**config.mk**
```make
export PLATFORM = sky130hd
export DESIGN_NAME = sadc_core
export DESIGN_NICKNAME = d
export VERILOG_FILES = /design/src/sadc_pkg.sv /design/src/sadc_core.sv
export SDC_FILE = /design/constraint.sdc
export NUM_CORES = 1
export LEC_CHECK = 0
export BUFFER_PORTS_ARGS = -buffer_cell sky130_fd_sc_hd__clkbuf_2
export CAP_MARGIN = 20
export CORE_ASPECT_RATIO = 1.1
export CORE_MARGIN = 4
export CORE_UTILIZATION = 29
export DETAILED_ROUTE_END_ITERATION = 16
export GPL_TIMING_DRIVEN = 0
export MAX_ROUTING_LAYER = met4
export PLACE_DENSITY_LB_ADDON = 0.2
export SLEW_MARGIN = 10
export SYNTH_ARGS = -nofsm -noshare
export SYNTH_HDL_FRONTEND = slang
export SYNTH_SLANG_ARGS = --single-unit
```
**constraint.sdc**
```tcl
create_clock -name sys_clk_i -period 4.1 [get_ports sys_clk_i]
set_clock_uncertainty 0.2 [all_clocks]
set_input_delay 0.41 -clock sys_clk_i [delete_from_list [all_inputs] [get_ports sys_clk_i]]
set_output_delay 0.41 -clock sys_clk_i [all_outputs]
set_load 0.01 [all_outputs]
```
**src/sadc_pkg.sv**
```systemverilog
package sadc_pkg;

   // ------------------------------------------------------------------
   // Register map (Avalon word addresses)
   // ------------------------------------------------------------------
   localparam int          ADDR_W             = 3;
   localparam logic [2:0]  OFS_MODE           = 3'h0;
   localparam logic [2:0]  OFS_CHSEL          = 3'h1;
   localparam logic [2:0]  OFS_RESULT         = 3'h2;
   localparam logic [2:0]  OFS_STATUS         = 3'h3;
   // Printed location of the channel select register in the system map
   localparam logic [31:0] CHSEL_PRINTED_OFS  = 32'hFFFFF3C2;

   // ------------------------------------------------------------------
   // Field layout and reset values
   // ------------------------------------------------------------------
   localparam int          MODE_EN_BIT        = 7;
   localparam int          MODE_HWSTART_BIT   = 6;
   localparam int          MODE_TSEL_LSB      = 3;
   localparam int          MODE_EDGE_LSB      = 1;
   localparam int          MODE_PWR_BIT       = 0;
   localparam int          STAT_BUSY_BIT      = 0;
   localparam int          STAT_WAIT_BIT      = 1;
   localparam int          STAT_PEND_BIT      = 2;
   localparam logic [7:0]  MODE_RESET         = 8'h00;
   localparam logic [3:0]  CHSEL_RESET        = 4'h0;
   localparam logic [9:0]  RESULT_RESET       = 10'h000;
   localparam logic [9:0]  APPROX_FIRST       = 10'h200;
   localparam logic [3:0]  APPROX_TOP_IDX     = 4'h9;
   localparam logic [1:0]  EDGE_FALL          = 2'h1;
   localparam logic [1:0]  EDGE_RISE          = 2'h2;
   localparam logic [1:0]  EDGE_BOTH          = 2'h3;

   // ------------------------------------------------------------------
   // Timing: conversion length in peripheral clocks, cut into slots
   // ------------------------------------------------------------------
   localparam logic [8:0]  CONV_CLK_SEL0      = 9'h120;
   localparam logic [8:0]  CONV_CLK_SEL1      = 9'h0D8;
   localparam logic [8:0]  CONV_CLK_SEL2      = 9'h0A8;
   localparam logic [8:0]  CONV_CLK_SEL3      = 9'h078;
   localparam logic [8:0]  CONV_CLK_SEL4      = 9'h060;
   localparam logic [8:0]  CONV_CLK_SEL5      = 9'h048;
   localparam logic [8:0]  CONV_CLK_SEL6      = 9'h03C;
   localparam logic [8:0]  CONV_CLK_SEL7      = 9'h030;
   localparam logic [8:0]  SLOTS_PER_CONV     = 9'h00C;
   localparam logic [3:0]  SAMPLE_SLOTS       = 4'h2;
   localparam logic [3:0]  STAB_SLOTS         = 4'h6;

   typedef enum logic [2:0] {
      ST_IDLE,
      ST_WAIT_TRIG,
      ST_STAB,
      ST_SAMPLE,
      ST_CONVERT
   } sadc_state_t;

   typedef struct packed {
      sadc_state_t state;
      logic [7:0]  mode;
      logic [3:0]  chsel;
      logic [9:0]  result;
      logic [9:0]  approx;
      logic [3:0]  bit_idx;
      logic [3:0]  step;
      logic [4:0]  cyc;
      logic        pend;
      logic [9:0]  pend_val;
      logic        trg_s1;
      logic        trg_s2;
      logic        trg_prev;
      logic        cmp_s1;
      logic        cmp_s2;
      logic        wait_req;
      logic [31:0] rdata;
      logic        irq;
      logic        sample;
      logic        comp_on;
   } sadc_regs_t;

   // Cycles in one slot; every table entry divides evenly by 12
   function automatic logic [4:0] sadc_slot_len(input logic [2:0] sel);
      logic [8:0] clk;
      case (sel)
         3'h0:    clk = CONV_CLK_SEL0;
         3'h1:    clk = CONV_CLK_SEL1;
         3'h2:    clk = CONV_CLK_SEL2;
         3'h3:    clk = CONV_CLK_SEL3;
         3'h4:    clk = CONV_CLK_SEL4;
         3'h5:    clk = CONV_CLK_SEL5;
         3'h6:    clk = CONV_CLK_SEL6;
         default: clk = CONV_CLK_SEL7;
      endcase
      return 5'(clk / SLOTS_PER_CONV);
   endfunction : sadc_slot_len

   // First phase of a conversion once it is allowed to run
   function automatic sadc_state_t sadc_begin(input logic [7:0] mode);
      if (mode[MODE_PWR_BIT])
         return ST_STAB;
      else
         return ST_SAMPLE;
   endfunction : sadc_begin

   // Where the sequencer goes after a write or a finished conversion
   function automatic sadc_state_t sadc_restart(input logic [7:0] mode);
      if (!mode[MODE_EN_BIT])
         return ST_IDLE;
      else if (mode[MODE_HWSTART_BIT])
         return ST_WAIT_TRIG;
      else
         return sadc_begin(mode);
   endfunction : sadc_restart

endpackage : sadc_pkg

```
**src/sadc_core.sv**
```systemverilog
// What this block does
// - Channel code is bits 3..0; codes 0..11 pick inputs; bits 7..4 read 0.
// - Reset clears channel select to zero; byte or bit writes allowed.
// - Each conversion samples for a fixed time, then holds until done.
// - First decision trials bit 9 at half reference; kept if input at or above.
// - Each next bit is trialled on top of decided bits; kept if input >= tap.
// - After bit 0, approximation goes to result with interrupt together.
// - Conversions repeat while the enable bit 7 of the mode register is one.
// - Mode or channel write aborts conversion; restarts from first bit if enabled.
// - Reset clears the result register to zero.
// - Result is Vin over Vref times 1024, rounded down to a whole code.
// - Hardware start and enable both set: wait for the chosen trigger edge.
// - Trigger edge may be rising, falling or both as configured.
// - In triggered mode each conversion needs its own fresh trigger edge.
// - Mode write with enable set in triggered mode aborts and rewaits edge.
// - Mode write clearing enable stops conversion at once; no result stored unless bit 0 is decided that same cycle.
// - Hardware start clear and enable set: convert without outside event.
// - Software start: store, raise interrupt, then convert again at once.
// - Software start: channel rewrite aborts and converts new channel at once.
// - Time field picks 288..48 clocks; power-down bit adds half as settling.
// - Edge field: 0 none, 1 falling, 2 rising, 3 both edges.
// - Reset clears mode register: disabled, software start.
// - A result read in progress goes first; new result is written after.
module sadc_core
   import sadc_pkg::*;
(
   input  wire logic              sys_clk_i,
   input  wire logic              rstn_i,
   input  wire logic [ADDR_W-1:0] avs_address_i,
   input  wire logic              avs_read_i,
   input  wire logic              avs_write_i,
   input  wire logic [31:0]       avs_writedata_i,
   input  wire logic [3:0]        avs_byteenable_i,
   output logic      [31:0]       avs_readdata_o,
   output logic                   avs_waitrequest_o,
   input  wire logic              comp_above_i,
   input  wire logic              ext_trigger_pin_i,
   output logic      [9:0]        tap_code_o,
   output logic                   sample_hold_o,
   output logic      [3:0]        channel_o,
   output logic                   comparator_on_o,
   output logic                   conv_done_irq_o
);

   sadc_regs_t seq_reg;
   sadc_regs_t seq_next;

   // Decoded strobes, shared by the next-state logic and the checks
   logic        bus_acc;
   logic        wr_mode;
   logic        wr_chsel;
   logic        rd_result;
   logic        trig_hit;
   logic        slot_end;
   logic        conv_done;
   logic        restart;
   logic [9:0]  approx_final;

   // -------------------------------------------------------------------
   // Register read mux
   // -------------------------------------------------------------------
   function automatic logic [31:0] read_value(input sadc_regs_t r,
                                              input logic [2:0] addr);
      logic [31:0] v;
      v = 32'h0000_0000;
      if (addr == OFS_MODE)
         v[7:0] = r.mode;
      else if (addr == OFS_CHSEL)
         v[3:0] = r.chsel;
      else if (addr == OFS_RESULT)
         v[9:0] = r.result;
      else if (addr == OFS_STATUS)
      begin
         v[STAT_BUSY_BIT] = (r.state == ST_STAB) || (r.state == ST_SAMPLE)
                            || (r.state == ST_CONVERT);
         v[STAT_WAIT_BIT] = (r.state == ST_WAIT_TRIG);
         v[STAT_PEND_BIT] = r.pend;
      end
      return v;
   endfunction : read_value

   // -------------------------------------------------------------------
   // Next-state logic
   // -------------------------------------------------------------------
   always_comb
   begin
      seq_next     = seq_reg;
      seq_next.irq = 1'h0;
      restart      = 1'h0;
      conv_done    = 1'h0;

      // Two-stage synchronisers for the pins from the analog side
      seq_next.trg_s1   = ext_trigger_pin_i;
      seq_next.trg_s2   = seq_reg.trg_s1;
      seq_next.trg_prev = seq_reg.trg_s2;
      seq_next.cmp_s1   = comp_above_i;
      seq_next.cmp_s2   = seq_reg.cmp_s1;

      // Avalon handshake: one wait cycle, then the access is taken
      bus_acc   = (avs_read_i || avs_write_i) && !seq_reg.wait_req;
      wr_mode   = bus_acc && avs_write_i && avs_byteenable_i[0]
                  && (avs_address_i == OFS_MODE);
      wr_chsel  = bus_acc && avs_write_i && avs_byteenable_i[0]
                  && (avs_address_i == OFS_CHSEL);
      rd_result = avs_read_i && (avs_address_i == OFS_RESULT);
      if ((avs_read_i || avs_write_i) && seq_reg.wait_req)
      begin
         seq_next.wait_req = 1'h0;
         seq_next.rdata    = read_value(seq_reg, avs_address_i);
      end
      else
         seq_next.wait_req = 1'h1;

      // Edge filter on the synchronised trigger
      case (seq_reg.mode[MODE_EDGE_LSB +: 2])
         EDGE_FALL: trig_hit = seq_reg.trg_prev && !seq_reg.trg_s2;
         EDGE_RISE: trig_hit = !seq_reg.trg_prev && seq_reg.trg_s2;
         EDGE_BOTH: trig_hit = seq_reg.trg_prev != seq_reg.trg_s2;
         default:   trig_hit = 1'h0;
      endcase

      // Slot timing: conversion = 12 slots, settling = 6 more slots
      slot_end = seq_reg.cyc ==
                 5'(sadc_slot_len(seq_reg.mode[MODE_TSEL_LSB +: 3]) - 5'h01);
      seq_next.cyc = slot_end ? 5'h00 : 5'(seq_reg.cyc + 5'h01);

      // Keep the trial bit when the input stands at or above the tap
      approx_final = seq_reg.approx;
      if (!seq_reg.cmp_s2)
         approx_final[seq_reg.bit_idx] = 1'h0;

      // Sequencer
      case (seq_reg.state)
         ST_IDLE:
         begin
            seq_next.cyc = 5'h00;
         end
         ST_WAIT_TRIG:
         begin
            // Edges are only looked at here, never during a conversion
            seq_next.cyc = 5'h00;
            if (trig_hit)
            begin
               seq_next.state = sadc_begin(seq_reg.mode);
               restart        = 1'h1;
            end
         end
         ST_STAB:
         begin
            // Comparator settles for half the conversion length
            if (slot_end)
            begin
               seq_next.step = 4'(seq_reg.step + 4'h1);
               if (seq_reg.step == 4'(STAB_SLOTS - 4'h1))
               begin
                  seq_next.state = ST_SAMPLE;
                  restart        = 1'h1;
               end
            end
         end
         ST_SAMPLE:
         begin
            if (slot_end)
            begin
               seq_next.step = 4'(seq_reg.step + 4'h1);
               if (seq_reg.step == 4'(SAMPLE_SLOTS - 4'h1))
               begin
                  seq_next.state   = ST_CONVERT;
                  seq_next.approx  = APPROX_FIRST;
                  seq_next.bit_idx = APPROX_TOP_IDX;
                  restart          = 1'h1;
               end
            end
         end
         ST_CONVERT:
         begin
            // One decision per slot, using the comparator at slot end
            if (slot_end)
            begin
               seq_next.approx = approx_final;
               if (seq_reg.bit_idx == 4'h0)
               begin
                  conv_done      = 1'h1;
                  seq_next.state = sadc_restart(seq_reg.mode);
                  restart        = 1'h1;
               end
               else
               begin
                  seq_next.bit_idx = 4'(seq_reg.bit_idx - 4'h1);
                  seq_next.approx[seq_reg.bit_idx - 4'h1] = 1'h1;
               end
            end
         end
         default:
         begin
            seq_next.state = ST_IDLE;
         end
      endcase

      // A pending result lands once the read that blocked it is gone
      if (seq_reg.pend && !rd_result)
      begin
         seq_next.result = seq_reg.pend_val;
         seq_next.irq    = 1'h1;
         seq_next.pend   = 1'h0;
      end

      // Result and interrupt leave together; a read holds them back
      if (conv_done)
      begin
         if (rd_result)
         begin
            seq_next.pend     = 1'h1;
            seq_next.pend_val = approx_final;
         end
         else
         begin
            seq_next.result = approx_final;
            seq_next.irq    = 1'h1;
            seq_next.pend   = 1'h0;
         end
      end

      // Mode and channel writes abort whatever is running and restart cleanly
      if (wr_mode)
      begin
         seq_next.mode  = avs_writedata_i[7:0];
         seq_next.state = sadc_restart(avs_writedata_i[7:0]);
         restart        = 1'h1;
      end
      if (wr_chsel)
      begin
         seq_next.chsel = avs_writedata_i[3:0];
         seq_next.state = sadc_restart(seq_next.mode);
         restart        = 1'h1;
      end

      // Fresh phase: counters start from zero
      if (restart)
      begin
         seq_next.cyc  = 5'h00;
         seq_next.step = 4'h0;
      end
      if (seq_next.state != ST_CONVERT)
      begin
         seq_next.approx  = 10'h000;
         seq_next.bit_idx = APPROX_TOP_IDX;
      end

      // Analog controls come straight from flops
      seq_next.sample  = seq_next.state == ST_SAMPLE;
      seq_next.comp_on = !seq_next.mode[MODE_PWR_BIT]
                         || (seq_next.state == ST_STAB)
                         || (seq_next.state == ST_SAMPLE)
                         || (seq_next.state == ST_CONVERT);
   end

   // -------------------------------------------------------------------
   // State register
   // -------------------------------------------------------------------
   always_ff @(posedge sys_clk_i or negedge rstn_i)
   begin
      if (!rstn_i)
      begin
         seq_reg          <= '0;
         seq_reg.state    <= ST_IDLE;
         seq_reg.mode     <= MODE_RESET;
         seq_reg.chsel    <= CHSEL_RESET;
         seq_reg.result   <= RESULT_RESET;
         seq_reg.bit_idx  <= APPROX_TOP_IDX;
         seq_reg.wait_req <= 1'h1;
         seq_reg.comp_on  <= 1'h1;
      end
      else
         seq_reg <= seq_next;
   end

   // Outputs
   assign avs_readdata_o    = seq_reg.rdata;
   assign avs_waitrequest_o = seq_reg.wait_req;
   assign tap_code_o        = seq_reg.approx;
   assign sample_hold_o     = seq_reg.sample;
   assign channel_o         = seq_reg.chsel;
   assign comparator_on_o   = seq_reg.comp_on;
   assign conv_done_irq_o   = seq_reg.irq;
endmodule : sadc_core

```
==> impl_metrics.py <==
metrics = {
    "synthesis": {
        "syn_area_um2": 4410,
        "postSynthCellCount": 440,
        "ys_types": 70,
        "yosysWarnings": 0,
        "synth-seq-area-share": 0.444,
        "async_flop_share": 1.00,
        "netlist.area_leader.share": 0.420,
        "avgSynthCellArea_um2": 10.0,
        "synth_seq_cells": 78,
        "yosysTopAreaCell": "dfrtp_1",
        "synthTopCellsByArea": "dfrtp_1 (42%), buf_4 (8.0%), o21ai_0 (3.9%)",
        "synth_edf_count": 0,
        "synth_top_flop_cell": "dfrtp_1",
    },
    "cells_and_area": {
        "largest_reg_flops": 47,
        "finalNetCount": 573,
        "synthToLayoutAreaGrowth_pct": 20.4,
        "antenna_cells": 0,
        "layout-drive-gt1-share": 0.285,
        "final_cell_mix": "dfrtp_1 (74), buf_4 (47), clkbuf_2 (44)",
        "n_fill_cell": 1540,
        "fin_area_um2": 5310,
        "final_common_cell": "dfrtp_1",
        "fin_util": 0.354,
    },
    "floorplanning": {
        "num_io_pins": 95,
        "die_w_um": 126,
        "start_util": 0.294,
        "rows": 47,
        "die_h_um": 137,
        "coreArea_um2": 15000,
        "dieArea_um2": 17300,
    },
    "route": {
        "antenna_left": 0,
        "drtIter0Drc": 313,
        "routed_wl_um": 10500,
        "viasPerCell": 4.71,
        "wl_per_cell_um": 14.6,
        "vias": 3400,
        "dr.pass1.iters": 4,
        "drc": 0,
    },
    "clocking": {
        "clk_pin_slew_ps": 60,
        "cts.sinks": 78,
        "clk_latency_ps": 350,
        "cts-root-buf": "clkbuf_16",
        "cts_tree": "yes",
        "cts_buffers": 9,
        "cts_resized": 0,
        "max-clock-path-buffers": 2,
        "htree_levels": 3,
    },
    "power": {
        "leakagePower_nw": 2.46,
        "p_per_area_nw_per_um2": 431,
        "ir_drop_mv": 0.147,
    },
    "placed_design": {
        "detailed_place.area_um2": 4980,
        "place.gp.congestion": 0.843,
        "io_buffers": 45,
        "dpl.hpwl_um": 7970,
    },
    "global_route": {
        "grt_max_degree": 41,
        "grt_pass1_wl_um": 17300,
        "grt_pass1_vias": 3303,
        "overflow": 0,
        "track_usage": 0.131,
        "antenna_found_initial": 0,
    },
    "worst_hold_path": {
        "hold_class": "in2reg",
    },
    "timing": {
        "tns_ps": 0,
        "setup_viol": 0,
        "max_freq_ghz": 0.278,
        "slew_viol_final": 0,
        "grt_setup_unrepaired": "false",
        "finalCriticalPeriod_ps": 3590,
        "tightest_slew_ps": 882,
        "hold_violations": 0,
        "relSlewSlack": 0.409,
        "timing.final.crit_share": 0.876,
    },
    "critical_path": {
        "start_kind": "flop",
        "arrival_ps": 3640,
        "endpoint_kind": "flop",
        "crit_required_ps": 4150,
        "crit_fanout": 10,
        "path_class": "reg2reg",
    },
    "status": {
        "status": "finished clean",
    },
    "job": {
        "drv_cap": 0,
    },
}
==> logic make-up (layout without fill, tap and decap cells) <==
| kind of cell | count (synthesis) | after routing | share of synthesized area |
|---|---|---|---|
| AND/OR/NAND/NOR | 131 | 131 | 0.157 |
| AO/OA/AOI/OAI | 110 | 110 | 0.177 |
| buffers and inverters | 79 | 144 | 0.115 |
| flip-flops | 78 | 78 | 0.444 |
| multiplexers | 24 | 24 | 0.0669 |
| XOR/XNOR | 10 | 10 | 0.0199 |
| adder cells (fa/ha/maj) | 7 | 7 | 0.0199 |
| other | 1 | 22 | 0.000850 |
==> area by class of cell <==
type	instances	area (um2)	area share
multi-input cells	304	2030	0.381
flip-flops and latches	78	1960	0.368
plain buffers	66	455	0.0857
repair buffers	49	278	0.0523
well taps	196	245	0.0462
clock buffers	11	243	0.0457
clock inverters	5	57.6	0.0108
inverters	13	51.3	0.00965
==> per-stage QoR <==
step	hold slack (ps)	power [mW]	worst slack (ps)	std cells
3_5_place_dp	138	1.49	521	703
2_1_floorplan	-85.6	1.33	1010	461
5_1_grt	99.6	2.42	258	722
3_3_place_gp	134	1.48	575	702
6_report	91.8	2.29	507	722
4_1_cts	89.4	2.31	517	722
==> worst max-delay path, stage by stage (launching register included) <==
cell	delay, ps
dfrtp_1	400
buf_8	140
nand2b_1	180
o21ai_0	140
ha_1	190
inv_1	50
and2_1	130
ha_1	220
xnor2_1	210
mux2i_1	140
o221ai_2	420
o211ai_1	480
o21ba_2	340
a311oi_1	250
==> power breakdown <==
group	internal [mW]	switching (mW)	total [mW]
clock network	0.489	0.329	0.818
logic	0.247	0.328	0.575
registers	0.843	0.0549	0.898
==> what timing repair did <==
item / CTS / global route
hold buffers: 3 / 0
endpoints found under the hold margin: 38 / 0
buffers inserted: 0 / 0
==> worst paths after layout <==
check / from / to / cells after the start / slack (ps)
worst min register to register: seq_next[39] / seq_next[38] / 0 / 150
worst max register to register: seq_reg[94] / tap_code_o[9] / 13 / 510
min in group asynchronous: rstn_i / seq_next[36] / 2 / 420
worst max-delay path: seq_reg[94] / tap_code_o[9] / 13 / 510
worst min-delay path: avs_writedata_i[4] / seq_reg[93] / 2 / 90
max in group asynchronous: rstn_i / avs_waitrequest_o / 3 / 2600
==> cells in the mapped netlist (all sizes together) (3+ instances only) <==
cell / count
nor4: 3
nor3b: 4
o2bb2ai: 5
nand2: 33
nor3: 10
o211ai: 6
a22oi: 3
xnor2: 5
a21boi: 4
nand2b: 10
ha: 7
mux4: 3
buf: 55
or3: 3
or4: 3
clkbuf: 11
o21ai: 34
nand3b: 4
o31ai: 3
o22ai: 4
and2: 5
xor2: 5
dfrtp: 74
nor2: 32
dfstp: 4
nor2b: 6
mux2: 14
a22o: 4
nand3: 9
a2bb2oi: 10
a21oi: 16
mux2i: 7
inv: 13
==> routing by layer <==
layer	up-vias	part of all wire	wire [um]	global-route usage
met1	1628	0.46	4850	0.168
met4	0	0.019	199	0.0608
li1	1676	-	-	-
met2	81	0.47	4970	0.202
met3	15	0.048	502	0.0237
met5	-	0	0	-
(Power assumes the default switching activity.)
